--- config.mk ---
export PLATFORM = sky130hd
export DESIGN_NAME = rpc_port1_regs
export DESIGN_NICKNAME = d
export VERILOG_FILES = /design/src/hdl/rpc_pkg.sv /design/src/hdl/rpc_load_if.sv /design/src/hdl/rpc_sync.sv /design/src/hdl/rpc_otp_loader.sv /design/src/hdl/rpc_port1_regs.sv
export VERILOG_INCLUDE_DIRS = /design/src /design/src/hdl
export SDC_FILE = /design/constraint.sdc
export NUM_CORES = 1
export LEC_CHECK = 0
export ABC_AREA = 0
export CAP_MARGIN = 10
export CORE_MARGIN = 2
export CORE_UTILIZATION = 40
export DETAILED_ROUTE_END_ITERATION = 10
export DONT_BUFFER_PORTS = 1
export SYNTH_ARGS = -nofsm -noshare
export SYNTH_HDL_FRONTEND = slang
export SYNTH_SLANG_ARGS = --single-unit
--- constraint.sdc ---
create_clock -name clk -period 5.16 [get_ports clk]
set_input_delay 0.774 -clock clk [delete_from_list [all_inputs] [get_ports clk]]
set_output_delay 0.774 -clock clk [all_outputs]
set_load 0.02 [all_outputs]
--- src/hdl/rpc_defines.svh ---
// register offsets, reset values, masks and field positions of the port-1 register set
`ifndef RPC_DEFINES_SVH
`define RPC_DEFINES_SVH

// ----------------------------------------
// register offsets
// ----------------------------------------
`define RPC_OFF_LOWPWR  8'h50
`define RPC_OFF_STATUS  8'h60
`define RPC_OFF_UTX     8'h70
`define RPC_OFF_UPE     8'h71
`define RPC_OFF_URX     8'h72
`define RPC_OFF_UDS     8'h73
`define RPC_OFF_EPE     8'h77

// ----------------------------------------
// hardware reset values
// ----------------------------------------
`define RPC_RST_LOWPWR  8'h50
`define RPC_RST_STATUS  8'h00
`define RPC_RST_UTX     8'h77
`define RPC_RST_UPE     8'h39
`define RPC_RST_URX     8'h92
`define RPC_RST_UDS     8'h74
`define RPC_RST_EPE     8'h40

// ----------------------------------------
// writable bits, equal to the factory-loaded bits
// ----------------------------------------
`define RPC_MSK_LOWPWR  8'h7f
`define RPC_MSK_UTX     8'hff
`define RPC_MSK_UPE     8'h7f
`define RPC_MSK_URX     8'hc7
`define RPC_MSK_UDS     8'hf7
`define RPC_MSK_EPE     8'hf8
`define RPC_MSK_ODS     8'hc0

// ----------------------------------------
// field positions (lsb)
// ----------------------------------------
`define RPC_LP_HOST     6
`define RPC_LP_PERI     5
`define RPC_LP_RESP     4
`define RPC_BR_POL      3
`define RPC_BR_PU       2
`define RPC_BR_SRC      1
`define RPC_BR_EN       0
`define RPC_ROLE_LSB    3
`define RPC_CHG_BIT     0
`define RPC_TERM_LSB    6
`define RPC_EDGE_LSB    4
`define RPC_SWING_LSB   0
`define RPC_CHG1_BIT    6
`define RPC_BWID_LSB    4
`define RPC_BEN_BIT     3
`define RPC_BLVL_LSB    0
`define RPC_ODS_LSB     6
`define RPC_EQ_LSB      0
`define RPC_UNPLUG_LSB  4
`define RPC_SIGDET_LSB  0
`define RPC_EBLVL_LSB   5
`define RPC_EBWID_LSB   3

// ----------------------------------------
// misc constants
// ----------------------------------------
`define RPC_SWING_NOMINAL 4'h3
`define RPC_URX_RSVD      3'h2

`endif

--- src/hdl/rpc_pkg.sv ---
// types shared by the port-1 register set modules
package rpc_pkg;

  // register index
  typedef enum logic [2:0] {
    RPC_IX_LOWPWR = 3'h0,
    RPC_IX_UTX    = 3'h1,
    RPC_IX_UPE    = 3'h2,
    RPC_IX_URX    = 3'h3,
    RPC_IX_UDS    = 3'h4,
    RPC_IX_EPE    = 3'h5,
    RPC_IX_STATUS = 3'h6,
    RPC_IX_NONE   = 3'h7
  } rpc_reg_ix_t;

  // port role report
  typedef enum logic [1:0] {
    RPC_ROLE_NONE   = 2'h0,
    RPC_ROLE_HOST   = 2'h1,
    RPC_ROLE_PERIPH = 2'h2,
    RPC_ROLE_RSVD   = 2'h3
  } rpc_role_t;

  // factory default loader states
  typedef enum logic [1:0] {
    RPC_LD_REQ  = 2'h0,
    RPC_LD_WAIT = 2'h1,
    RPC_LD_TAKE = 2'h2,
    RPC_LD_DONE = 2'h3
  } rpc_load_state_t;

  typedef logic [7:0] rpc_byte_t;

endpackage

--- src/hdl/rpc_load_if.sv ---
// carrier from the factory default loader to the register set
`timescale 1ns/1ps
`default_nettype none
interface rpc_load_if;
  logic                   load_we;
  rpc_pkg::rpc_reg_ix_t   load_ix;
  rpc_pkg::rpc_byte_t     load_data;
  logic                   done;
  modport loader (output load_we, output load_ix, output load_data, output done);
  modport regs   (input  load_we, input  load_ix, input  load_data, input  done);
endinterface
`default_nettype wire

--- src/hdl/rpc_sync.sv ---
// two-flop synchroniser for pin-level inputs
`timescale 1ns/1ps
`default_nettype none
module rpc_sync #(
  parameter int W = 2
) (
  input  wire logic         clk,
  input  wire logic         arst_n,
  input  wire logic [W-1:0] d,
  output logic      [W-1:0] q
);
  logic [W-1:0] meta_r;
  logic [W-1:0] q_r;

  // first stage feeds only the second
  always_ff @(posedge clk or negedge arst_n) begin
    if (!arst_n) begin
      meta_r <= '0;
      q_r    <= '0;
    end else begin
      meta_r <= d;
      q_r    <= meta_r;
    end
  end

  assign q = q_r;
endmodule // rpc_sync
`default_nettype wire

--- src/hdl/rpc_otp_loader.sv ---
// walks the factory memory after reset and hands defaults to the register set
`timescale 1ns/1ps
`default_nettype none
`include "rpc_defines.svh"
module rpc_otp_loader (
  input  wire logic                 clk,
  input  wire logic                 arst_n,
  output logic                      otp_rd,
  output rpc_pkg::rpc_reg_ix_t      otp_ix,
  input  wire rpc_pkg::rpc_byte_t   otp_rdata,
  input  wire logic                 otp_programmed,
  rpc_load_if.loader                ld
);
  import rpc_pkg::*;

  rpc_load_state_t st_r;
  rpc_reg_ix_t     ix_r;
  logic            rd_r;
  logic            we_r;
  rpc_byte_t       data_r;
  logic            done_r;
  wire             last_w = (ix_r == RPC_IX_EPE);

  // request, wait one cycle for data, take it, move on
  // factory defaults load
  always_ff @(posedge clk or negedge arst_n) begin
    if (!arst_n) begin
      st_r   <= RPC_LD_REQ;
      ix_r   <= RPC_IX_LOWPWR;
      rd_r   <= 1'b0;
      we_r   <= 1'b0;
      data_r <= 8'h00;
      done_r <= 1'b0;
    end else begin
      we_r <= 1'b0;
      case (st_r)
        RPC_LD_REQ: begin
          rd_r <= 1'b1;
          st_r <= RPC_LD_WAIT;
        end
        RPC_LD_WAIT: begin
          rd_r <= 1'b0;
          st_r <= RPC_LD_TAKE;
        end
        RPC_LD_TAKE: begin
          we_r   <= otp_programmed;
          data_r <= otp_rdata;
          if (last_w) begin
            st_r <= RPC_LD_DONE;
          end else begin
            ix_r <= rpc_reg_ix_t'(ix_r + 3'h1);
            st_r <= RPC_LD_REQ;
          end
        end
        RPC_LD_DONE: begin
          done_r <= 1'b1;
        end
        default: begin
          st_r <= RPC_LD_DONE;
        end
      endcase
    end
  end

  assign otp_rd       = rd_r;
  assign otp_ix       = ix_r;
  assign ld.load_we   = we_r;
  assign ld.load_ix   = ix_r;
  assign ld.load_data = data_r;
  assign ld.done      = done_r;
endmodule // rpc_otp_loader
`default_nettype wire

--- src/hdl/rpc_port1_regs.sv ---
// port-1 configuration and status register set of the dual repeater
//
// Operation
// - bit6 enables host frame-based sleep
// - bit5 enables peripheral frame-based sleep
// - bit4 enables response-based sleep, resets one
// - bit3 picks pin level that requests bridge
// - bit1 picks register or pin bridge source
// - bit0 enables bridge when register sourced
// - bit2 enables D+ pull-up during bridge
// - status bits4-3 report port role
// - status bit0 reports primary detect, inverted
// - tx bits7-6 termination trim, reset 1
// - tx swing bits3-0, chirp amplitude unchanged
// - boost enable bit3, forced off in chirp
// - boost level bits2-0, reset 1
// - boost width bits5-4, reset 3
// - bit6 enables charging method one
// - rx bits7-6 open-drain strength, reset 2
// - strength writable by RAP only repeater enabled
// - rx bits2-0 receive equalizer, reset 2
// - bits7-4 unplug detect level, reset 7
// - bits2-0 signal detect level, reset 4
// - embedded boost level and width fields
// - factory word for register i overrides the default of register i+1, last word its own
`timescale 1ns/1ps
`default_nettype none
`include "rpc_defines.svh"
module rpc_port1_regs (
  input  wire logic                 clk,
  input  wire logic                 arst_n,
  // i2c target access
  input  wire logic                 i2c_req,
  input  wire logic                 i2c_we,
  input  wire rpc_pkg::rpc_byte_t   i2c_addr,
  input  wire rpc_pkg::rpc_byte_t   i2c_wdata,
  output logic                      i2c_ack,
  // eUSB2 register access protocol
  input  wire logic                 rap_req,
  input  wire logic                 rap_we,
  input  wire rpc_pkg::rpc_byte_t   rap_addr,
  input  wire rpc_pkg::rpc_byte_t   rap_wdata,
  output logic                      rap_ack,
  // shared answer
  output rpc_pkg::rpc_byte_t        rd_data,
  output logic                      addr_err,
  // factory memory
  output logic                      otp_rd,
  output rpc_pkg::rpc_reg_ix_t      otp_ix,
  input  wire rpc_pkg::rpc_byte_t   otp_rdata,
  input  wire logic                 otp_programmed,
  output logic                      cfg_ready,
  // state from the repeater
  input  wire rpc_pkg::rpc_role_t   port_role_in,
  input  wire logic                 chirp_active,
  input  wire logic                 repeater1_enabled,
  input  wire logic                 charge_method_two_enable,
  input  wire logic                 charge_primary_raw,
  input  wire logic                 general_pin_one,
  // settings to the analog front end
  output logic                      host_frame_sleep_enable,
  output logic                      peripheral_frame_sleep_enable,
  output logic                      response_sleep_enable,
  output logic                      bridge_active,
  output logic                      bridge_dplus_pullup,
  output logic [1:0]                usb_termination_trim,
  output logic [1:0]                usb_tx_edge_rate,
  output logic [3:0]                usb_tx_swing,
  output logic                      usb_boost_active,
  output logic [1:0]                usb_boost_width,
  output logic [2:0]                usb_boost_level,
  output logic                      charge_method_one_enable,
  output logic [1:0]                open_drain_strength,
  output logic [2:0]                usb_rx_equalizer,
  output logic [3:0]                unplug_detect_level,
  output logic [2:0]                signal_detect_level,
  output logic [2:0]                embedded_boost_level,
  output logic [1:0]                embedded_boost_width
);
  import rpc_pkg::*;

  // ----------------------------------------
  // helpers
  // ----------------------------------------
  function automatic rpc_reg_ix_t decode_ix(input rpc_byte_t a);
    case (a)
      `RPC_OFF_LOWPWR: decode_ix = RPC_IX_LOWPWR;
      `RPC_OFF_UTX:    decode_ix = RPC_IX_UTX;
      `RPC_OFF_UPE:    decode_ix = RPC_IX_UPE;
      `RPC_OFF_URX:    decode_ix = RPC_IX_URX;
      `RPC_OFF_UDS:    decode_ix = RPC_IX_UDS;
      `RPC_OFF_EPE:    decode_ix = RPC_IX_EPE;
      `RPC_OFF_STATUS: decode_ix = RPC_IX_STATUS;
      default:         decode_ix = RPC_IX_NONE;
    endcase
  endfunction

  function automatic rpc_byte_t wr_mask(input rpc_reg_ix_t ix);
    case (ix)
      RPC_IX_LOWPWR: wr_mask = `RPC_MSK_LOWPWR;
      RPC_IX_UTX:    wr_mask = `RPC_MSK_UTX;
      RPC_IX_UPE:    wr_mask = `RPC_MSK_UPE;
      RPC_IX_URX:    wr_mask = `RPC_MSK_URX;
      RPC_IX_UDS:    wr_mask = `RPC_MSK_UDS;
      RPC_IX_EPE:    wr_mask = `RPC_MSK_EPE;
      default:       wr_mask = 8'h00;
    endcase
  endfunction

  function automatic rpc_byte_t rst_val(input rpc_reg_ix_t ix);
    case (ix)
      RPC_IX_LOWPWR: rst_val = `RPC_RST_LOWPWR;
      RPC_IX_UTX:    rst_val = `RPC_RST_UTX;
      RPC_IX_UPE:    rst_val = `RPC_RST_UPE;
      RPC_IX_URX:    rst_val = `RPC_RST_URX;
      RPC_IX_UDS:    rst_val = `RPC_RST_UDS;
      RPC_IX_EPE:    rst_val = `RPC_RST_EPE;
      default:       rst_val = `RPC_RST_STATUS;
    endcase
  endfunction

  // only masked bits change, reserved bits keep their reset value
  function automatic rpc_byte_t merge(input rpc_byte_t old_v, input rpc_byte_t new_v, input rpc_byte_t m);
    merge = (old_v & ~m) | (new_v & m);
  endfunction

  // ----------------------------------------
  // submodules
  // ----------------------------------------
  rpc_load_if ld ();
  logic [1:0] pins_s;

  rpc_otp_loader u_loader (
    .clk            (clk),
    .arst_n         (arst_n),
    .otp_rd         (otp_rd),
    .otp_ix         (otp_ix),
    .otp_rdata      (otp_rdata),
    .otp_programmed (otp_programmed),
    .ld             (ld.loader)
  );

  rpc_sync #(.W(2)) u_sync (
    .clk    (clk),
    .arst_n (arst_n),
    .d      ({charge_primary_raw, general_pin_one}),
    .q      (pins_s)
  );

  wire pin_one_s = pins_s[0];
  wire chg_raw_s = pins_s[1];

  // ----------------------------------------
  // access arbitration
  // ----------------------------------------
  rpc_byte_t   regs_r [0:5];
  logic        i2c_ack_r;
  logic        rap_ack_r;
  rpc_byte_t   rd_data_r;
  logic        addr_err_r;
  rpc_role_t   role_r;
  logic        chg_r;

  // i2c wins a tie, the access protocol waits with its request held
  wire         i2c_take = ld.done && i2c_req && !i2c_ack_r;
  wire         rap_take = ld.done && rap_req && !rap_ack_r && !i2c_take;
  wire         any_take = i2c_take || rap_take;
  wire         acc_we   = i2c_take ? i2c_we    : rap_we;
  wire rpc_byte_t   acc_addr  = i2c_take ? i2c_addr  : rap_addr;
  wire rpc_byte_t   acc_wdata = i2c_take ? i2c_wdata : rap_wdata;
  wire rpc_reg_ix_t acc_ix    = decode_ix(acc_addr);
  wire         acc_hit  = (acc_ix != RPC_IX_NONE);
  wire         acc_reg  = acc_hit && (acc_ix != RPC_IX_STATUS);

  wire         ods_lock = rap_take && (acc_ix == RPC_IX_URX) && !repeater1_enabled;
  wire rpc_byte_t   wmask_eff = wr_mask(acc_ix) & ~(ods_lock ? `RPC_MSK_ODS : 8'h00);
  wire         wr_go    = any_take && acc_we && acc_reg;

  // ----------------------------------------
  // read data
  // ----------------------------------------
  // role in status bits
  wire rpc_byte_t status_byte = {3'b000, role_r, 2'b00, chg_r};
  wire rpc_byte_t reg_byte    = acc_reg ? regs_r[acc_ix] : 8'h00;
  wire rpc_byte_t rd_sel      = (acc_ix == RPC_IX_STATUS) ? status_byte : reg_byte;

  // ----------------------------------------
  // register storage
  // ----------------------------------------
  // factory load then host writes
  always_ff @(posedge clk or negedge arst_n) begin
    if (!arst_n) begin
      for (int i = 0; i < 6; i++) begin
        regs_r[i] <= rst_val(rpc_reg_ix_t'(i[2:0]));
      end
    end else if (ld.load_we) begin
      regs_r[ld.load_ix] <= merge(regs_r[ld.load_ix], ld.load_data, wr_mask(ld.load_ix));
    end else if (wr_go) begin
      regs_r[acc_ix] <= merge(regs_r[acc_ix], acc_wdata, wmask_eff);
    end
  end

  // ----------------------------------------
  // access answer
  // ----------------------------------------
  // one-cycle ack per source, read data held until next read
  always_ff @(posedge clk or negedge arst_n) begin
    if (!arst_n) begin
      i2c_ack_r  <= 1'b0;
      rap_ack_r  <= 1'b0;
      rd_data_r  <= 8'h00;
      addr_err_r <= 1'b0;
    end else begin
      i2c_ack_r  <= i2c_take;
      rap_ack_r  <= rap_take;
      addr_err_r <= any_take && !acc_hit;
      if (any_take && !acc_we) begin
        rd_data_r <= rd_sel;
      end
    end
  end

  // ----------------------------------------
  // status capture
  // ----------------------------------------
  // role follows repeater
  // 0 means detected, reads 0 when method off
  always_ff @(posedge clk or negedge arst_n) begin
    if (!arst_n) begin
      role_r <= RPC_ROLE_NONE;
      chg_r  <= 1'b0;
    end else begin
      role_r <= port_role_in;
      chg_r  <= charge_method_two_enable && !chg_raw_s;
    end
  end

  // ----------------------------------------
  // serial bridge and chirp-dependent outputs
  // ----------------------------------------
  wire [7:0] lp_w      = regs_r[RPC_IX_LOWPWR];
  wire       pin_req   = pin_one_s ^ lp_w[`RPC_BR_POL];
  wire       bridge_on = lp_w[`RPC_BR_SRC] ? pin_req : lp_w[`RPC_BR_EN];
  wire [3:0] swing_reg = regs_r[RPC_IX_UTX][`RPC_SWING_LSB +: 4];
  logic       bridge_r;
  logic       pullup_r;
  logic       boost_r;
  logic [3:0] swing_r;

  always_ff @(posedge clk or negedge arst_n) begin
    if (!arst_n) begin
      bridge_r <= 1'b0;
      pullup_r <= 1'b0;
      boost_r  <= 1'b0;
      swing_r  <= `RPC_SWING_NOMINAL;
    end else begin
      bridge_r <= bridge_on;
      pullup_r <= bridge_on && lp_w[`RPC_BR_PU];
      boost_r  <= regs_r[RPC_IX_UPE][`RPC_BEN_BIT] && !chirp_active;
      swing_r  <= chirp_active ? `RPC_SWING_NOMINAL : swing_reg;
    end
  end

  // ----------------------------------------
  // output wiring, all from flops
  // ----------------------------------------
  assign i2c_ack   = i2c_ack_r;
  assign rap_ack   = rap_ack_r;
  assign rd_data   = rd_data_r;
  assign addr_err  = addr_err_r;
  assign cfg_ready = ld.done;
  assign host_frame_sleep_enable       = lp_w[`RPC_LP_HOST];
  assign peripheral_frame_sleep_enable = lp_w[`RPC_LP_PERI];
  assign response_sleep_enable         = lp_w[`RPC_LP_RESP];
  assign bridge_active                 = bridge_r;
  assign bridge_dplus_pullup           = pullup_r;
  assign usb_termination_trim          = regs_r[RPC_IX_UTX][`RPC_TERM_LSB +: 2];
  assign usb_tx_edge_rate              = regs_r[RPC_IX_UTX][`RPC_EDGE_LSB +: 2];
  assign usb_tx_swing                  = swing_r;
  assign usb_boost_active              = boost_r;
  assign usb_boost_width               = regs_r[RPC_IX_UPE][`RPC_BWID_LSB +: 2];
  assign usb_boost_level               = regs_r[RPC_IX_UPE][`RPC_BLVL_LSB +: 3];
  assign charge_method_one_enable      = regs_r[RPC_IX_UPE][`RPC_CHG1_BIT];
  assign open_drain_strength           = regs_r[RPC_IX_URX][`RPC_ODS_LSB +: 2];
  assign usb_rx_equalizer              = regs_r[RPC_IX_URX][`RPC_EQ_LSB +: 3];
  assign unplug_detect_level           = regs_r[RPC_IX_UDS][`RPC_UNPLUG_LSB +: 4];
  assign signal_detect_level           = regs_r[RPC_IX_UDS][`RPC_SIGDET_LSB +: 3];
  assign embedded_boost_level          = regs_r[RPC_IX_EPE][`RPC_EBLVL_LSB +: 3];
  assign embedded_boost_width          = regs_r[RPC_IX_EPE][`RPC_EBWID_LSB +: 2];
endmodule // rpc_port1_regs
`default_nettype wire

==> results of run 1 <==
power by group through the flow:
| stage | Combinational, uW | Sequential (uW) | Clock, uW |
|---|---|---|---|
| after floorplan | 108 | 783 | 0 |
| after global placement | 90.9 | 813 | 0 |
| after detailed placement | 92.4 | 814 | 0 |
| after CTS | 92.9 | 802 | 671 |
| after global routing | 104 | 805 | 704 |
| final | 93.7 | 801 | 660 |
stage by stage:
stage / hold slack (ps) / instances / utilization (%) / power, uW
floorplan: 331 / 554 / - / 891
global placement: 332 / 677 / 40.4 / 904
detailed placement: 336 / 677 / 40.4 / 906
CTS: 109 / 693 / 42.7 / 1570
global route: 103 / 693 / 42.7 / 1610
finish: 119 / 693 / 42.7 / 1550
registers in the layout, indices dropped and copies added (netlist names), 4 cells and up:
name                   flops
lp_w                       8
regs_r                    13
rd_data                    8
unplug_detect_level        4
u_loader.ld.load_data      8
usb_tx_swing               4
worst max path at each step:
stage          cells past startpoint  slack (ps)        startpoint                     end
2_1_floorplan                      9        2540       rap_addr[2]  unplug_detect_level[3]
3_3_place_gp                       9        1550           i2c_req              rd_data[5]
3_5_place_dp                       9        1450           i2c_req              rd_data[5]
4_1_cts                            9        1550  u_loader.ld.done              rd_data[5]
5_1_grt                            9        1280  u_loader.ld.done              rd_data[5]
6_report                           9        1500  u_loader.ld.done              rd_data[5]
cell type report:
cell class                      count  area [um^2]
Multi-Input combinational cell    399         2540
Timing Repair Buffer                6         45.0
Sequential cell                    89         2250
Fill cell                        1267         7230
Clock inverter                      4         52.6
Clock buffer                       12          246
Tap cell                          172          215
Inverter                           11         41.3
per-layer routing:
| metal | GRT usage [%] | vias to the layer above |
|---|---|---|
| li1 | - | 1923 |
| met1 | 31.0 | 2075 |
| met2 | 36.9 | 203 |
| met3 | 8.19 | 29 |
| met4 | 7.83 | 0 |
| met5 | 0 | - |
layout by cell type (no fill, tap or decap), types with 3 or more instances in the layout:
cell / instances
buf_4: 6
o22ai_1: 9
dfrtp_1: 67
inv_1: 9
a21oi_1: 37
and2_1: 5
nor2_1: 42
dfstp_2: 22
clkinvlp_4: 3
o21ai_1: 16
mux2_2: 9
a21o_1: 4
mux2i_1: 11
nand3_1: 7
or2_2: 3
nor2b_1: 15
xnor2_1: 3
clkbuf_16: 9
a31oi_1: 10
a22oi_1: 27
nand2b_1: 8
nand2_1: 65
a22o_1: 4
nor3_1: 15
nor4_1: 5
o21ai_0: 32
a221o_1: 5
ha_1: 6
worst max-delay path, stage by stage, from the launching register on:
cell	delay (ps)
dfrtp_1	590
nand3b_4	270
inv_2	390
nor4_4	90
a31oi_1	830
and2_1	500
nand2_1	140
and2_1	270
o21ai_0	340
a21oi_1	110
logic make-up after synthesis:
group | after synthesis | synth area share, %
simple gates | 189 | 18.8
compound gates | 179 | 23.9
flops | 89 | 43.7
buf+inv | 66 | 7.06
mux | 21 | 4.32
fa+ha+maj | 6 | 1.46
xor+xnor | 4 | 0.680
==> qor.yml, run 1 <==
antenna_found_initial: 0
cp-start-kind: "register"
crit_required_ps: 5390
synth_cells: 554
clk_pin_slew_worst_paths_ps: 70
r2r-end: "rd_data[5]"
rsz0062_at_grt: "false"
design_area_um2: 5390
final.setup_skew_ps: 6.30
syn2layout_area_growth_pct: 4.59
post-dp-hpwl_um: 12100
viasPerCell: 6.10
cts_buffers: 9
switching_power_uw: 389
status: "finished clean"
timing.final.crit_share_pct: 71.0
drcViolationCount: 0
yosysWarnings: 0
fp-row-count: 41
syn_nets: 614
yosysTopAreaCell: "dfrtp_1"
overflow: 0
hold_viol_final: 0
cts_post_setup_buffers_inserted: 0
drt_iter0_drc: 432
wl_met1_um: 6720
worst-r2r-cell-count: 9
cts_htree_levels: 3
fin_crit_ps: 3660
path_class: "register to register"
p_per_area_nw_per_um2: 288
clock.fmax_mhz: 273
wl_um: 16200
slew_violations: 0
cts_tree: "yes"
cts.path.max_buffers: 2
place_area_um2: 5090
synth_top_area_share_pct: 32.5
wl_met2_um: 7510
pre_cts_ws_ps: 1450
cp.arrival_ps: 3890
ys_top_cells_by_count: "67 x dfrtp_1, 65 x nand2_1, 42 x nor2_1, 37 x a21oi_1, 32 x o21ai_0"
grt_use_total_pct: 23.7
worst_pin_slew_ps: 1270
ir_worst_vdd_mv: 0.225
first_pass_iters: 5
synth_edf_count: 0
drive_gt1_share_pct: 15.0
vias: 4230
ys_ff_latch: 89
core-area_um2: 12600
slew_headroom_pct: 14.5
syn-cell-area_um2: 5150
root_buffer: "clkbuf_16"
end_kind: "register"
cts_hold_buf: 0
drv_cap: 0
yosys-top-cells-area: "dfrtp_1 33%, dfstp_2 11%, nand2_1 4.7%, a22oi_1 3.9%, buf_4 3.8%"
synth_cell_type_count: 79
numPortBuffers: 0
dieArea_um2: 13800
postRouteAntennaNets: 0
switching_share_pct: 25.0
num-nets-final: 576
grt_pass1_wl_um: 24800
layout_setup_ws_ps: 1500
rrSetupSlack_ps: 1500
wl_met3_um: 1610
wl_per_cell_um: 23.3
r2r_start: "u_loader.ld.done"
synth_flop_cell: "dfrtp_1"
clock-sinks: 89
n_antenna_cell: 0
die_h_um: 118
comb_power_share_pct: 6.0
clock_latency_ps: 350
grt_pass1_vias: 4103
yosysMostFrequentCell: "dfrtp_1"
die_width_um: 118
hp-class: "primary input to asynchronous set/reset pin"
io_pins: 107
cp_max_fo: 15
ys_seq_area_share_pct: 43.7
async_flop_share_pct: 100
highest_layer: "met4"
final-setup-viol-count: 0
post_cts_resized: 0
p_int_uw: 1170
p_leak_uw: 0.00207
gp_congestion: 0.930
avgSynthCellArea_um2: 9.30
grt_max_degree: 90
tns_ps: 0
pwr-share-clk_pct: 42.4
start_util_pct: 40.8
seqPwrFrac_pct: 51.5
No activity file was read; power rests on OpenSTA's default activity.
==> run 2, diff against run 1 <==
==> constraint.sdc (replaced) <==
create_clock -name clk -period 3.5 [get_ports clk]
set_input_delay 0.525 -clock clk [delete_from_list [all_inputs] [get_ports clk]]
set_output_delay 0.525 -clock clk [all_outputs]
set_load 0.02 [all_outputs]
==> run 2 against run 1 <==
Compared with the run above:
- clock skew is 2.2 ps higher
- register-to-register slack worse by 1100 ps
- via count grew 2.0%
- largest cell class unchanged
- critical endpoint unchanged
- final area increased by 4.0%
- combinational power grew 79%
- worst setup slack lost 1100 ps
- first-iteration DRC count is 6.9% higher
- clock-buffer cell count did not move
- clock power is 74% higher
- maximum frequency up 17%
- critical path depth did not move
==> qor.yml, run 2 (synthesis gave the netlist of run 1 again) <==
regMostFlops: "regs_r"
tns_ps: 0  # unchanged
clock_latency_ps: 350  # about the same
final.setup_skew_ps: 8.50  # +2.20 ps
rsz0062_at_grt: "false"
root_buffer: "clkbuf_16"
clock.fmax_mhz: 320  # +17%
end_kind: "register"
overflow: 0  # unchanged
antenna_found_initial: 0  # unchanged
slew_violations: 0  # unchanged
io_pins: 107  # unchanged
clock-sinks: 89  # unchanged
hold_viol_final: 0  # unchanged
post-dp-hpwl_um: 12500  # +3.4%
clk_pin_slew_worst_paths_ps: 60  # about the same
die_h_um: 118  # unchanged
p_per_area_nw_per_um2: 445  # +54%
slew_headroom_pct: 41.1  # +27 points
pre_cts_ws_ps: 403  # -1040 ps
cts_post_setup_buffers_inserted: 0  # unchanged
fin_crit_ps: 3120  # -541 ps
first_pass_iters: 6  # +1
status: "finished clean"
num-nets-final: 593  # +3.0%
hp-class: "primary input to asynchronous set/reset pin"
postRouteAntennaNets: 0  # unchanged
cts.path.max_buffers: 2  # unchanged
n_antenna_cell: 0  # unchanged
crit_required_ps: 3720  # -1670 ps
drive_gt1_share_pct: 16.9  # +1.9 points
final_cell_mix: "67 x dfrtp_1, 65 x nand2_1, 42 x nor2_1"
numPortBuffers: 0  # unchanged
path_class: "register to register"
worst_pin_slew_ps: 884  # -386 ps
cp.arrival_ps: 3350  # -540 ps
multi_input_area_um2: 2540  # unchanged
dieArea_um2: 13800  # unchanged
cts_buffers: 9  # unchanged
gp_congestion: 0.927  # -0.37%
die_width_um: 118  # unchanged
grt_pass1_wl_um: 26600  # +7.0%
vias: 4315  # +2.0%
drv_cap: 0  # unchanged
grt_use_total_pct: 25.3  # +1.6 points
largest_reg_flops: 13  # unchanged
layout_setup_ws_ps: 378  # -1120 ps
core-area_um2: 12600  # unchanged
seqCellArea_um2: 2250  # unchanged
timing.final.crit_share_pct: 89.2  # +18 points
wl_um: 17000  # +5.2%
cts_htree_levels: 3  # unchanged
grt_max_degree: 68  # -24%
start_util_pct: 40.8  # unchanged
syn2layout_area_growth_pct: 8.79
ir_worst_vdd_mv: 0.229  # +1.6%
hold_slack_ps: 15.2  # -104 ps
drt_iter0_drc: 462  # +6.9%
p_leak_uw: 0.00219  # +5.9%
drcViolationCount: 0  # unchanged
cp-start-kind: "register"
fp-row-count: 41  # unchanged
wl_per_cell_um: 24.0  # +2.7%
viasPerCell: 6.08  # -0.43%
cts_tree: "yes"
fillers: 1268  # +0.079%
final_common_cell: "dfrtp_1"
grt_pass1_vias: 4304  # +4.9%
cp_max_fo: 15  # unchanged
final-setup-viol-count: 0  # unchanged
[run 2: cell types whose count changed in the layout (fill, tap and decap cells not counted), sizes merged]
| cell | delta |
|---|---|
| buf | +12 |
| bufinv | +2 |
| clkinv | +1 |
| clkinvlp | -3 |
| dlygate4sd3 | +5 |
[run 2: repair_timing]
item / 4_1_cts / 5_1_grt
hold endpoints to repair: 67 / 1
resized for setup: 0 / 0
hold buffers: 4 / 2
[run 2: worst paths after layout]
path	start	to	slack, ps	depth (start not counted)
max in group asynchronous	arst_n	usb_tx_edge_rate[1]	2780	1
min in group clk	charge_primary_raw	u_sync.meta_r[1]	190	0
max reg2reg	u_loader.ld.done	rd_data[5]	380	9
max	u_loader.ld.done	rd_data[5]	380	9
min	arst_n	usb_termination_trim[0]	20	0
min reg2reg	u_sync.meta_r[1]	u_sync.q[1]	350	0
[run 2: final cells by class]
cell class / instances / share of cell area (%)
Inverter: 11 / 0.736
Tap cell: 172 / 3.84
Clock inverter: 4 / 1.76
Sequential cell: 89 / 40.2
Clock buffer: 12 / 4.57
Multi-Input combinational cell: 399 / 45.2
Timing Repair Buffer: 23 / 3.66
[run 2: power by group]
part	leakage, uW	internal [uW]	switching (uW)
logic	0.000966	66.3	101
clock network	0.000173	738	408
registers	0.00105	1090	93.1
total	0.00219	1890	603
[run 2: layer usage]
layer  vias to the layer above  global-route usage [%]  routed length, um
met5                         -                       0                  0
met4                         0                    8.06                371
met3                        31                    8.19               1590
met2                       201                    40.4               8020
met1                      2121                    32.6               7030
li1                       1962                       -                  -
[run 2: stage by stage]
| stage | area [um^2] | std cells | utilization, % | power, uW |
|---|---|---|---|---|
| 2_1_floorplan | 5150 | 554 | - | 1310 |
| 3_3_place_gp | 5170 | 688 | 41.0 | 1340 |
| 3_5_place_dp | 5170 | 688 | 41.0 | 1340 |
| 4_1_cts | 5590 | 708 | 44.3 | 2510 |
| 5_1_grt | 5610 | 710 | 44.4 | 2580 |
| 6_report | 5610 | 710 | 44.4 | 2490 |
[run 2: critical path, cell delays in order, from the launching register on]
cell      delay [ps]
dfrtp_1          590
nand3b_4         110
inv_2            310
nor3b_4          120
a32oi_2          500
and2_1           480
nand2_1          150
and2_1           260
o21ai_0          330
a21oi_1          110
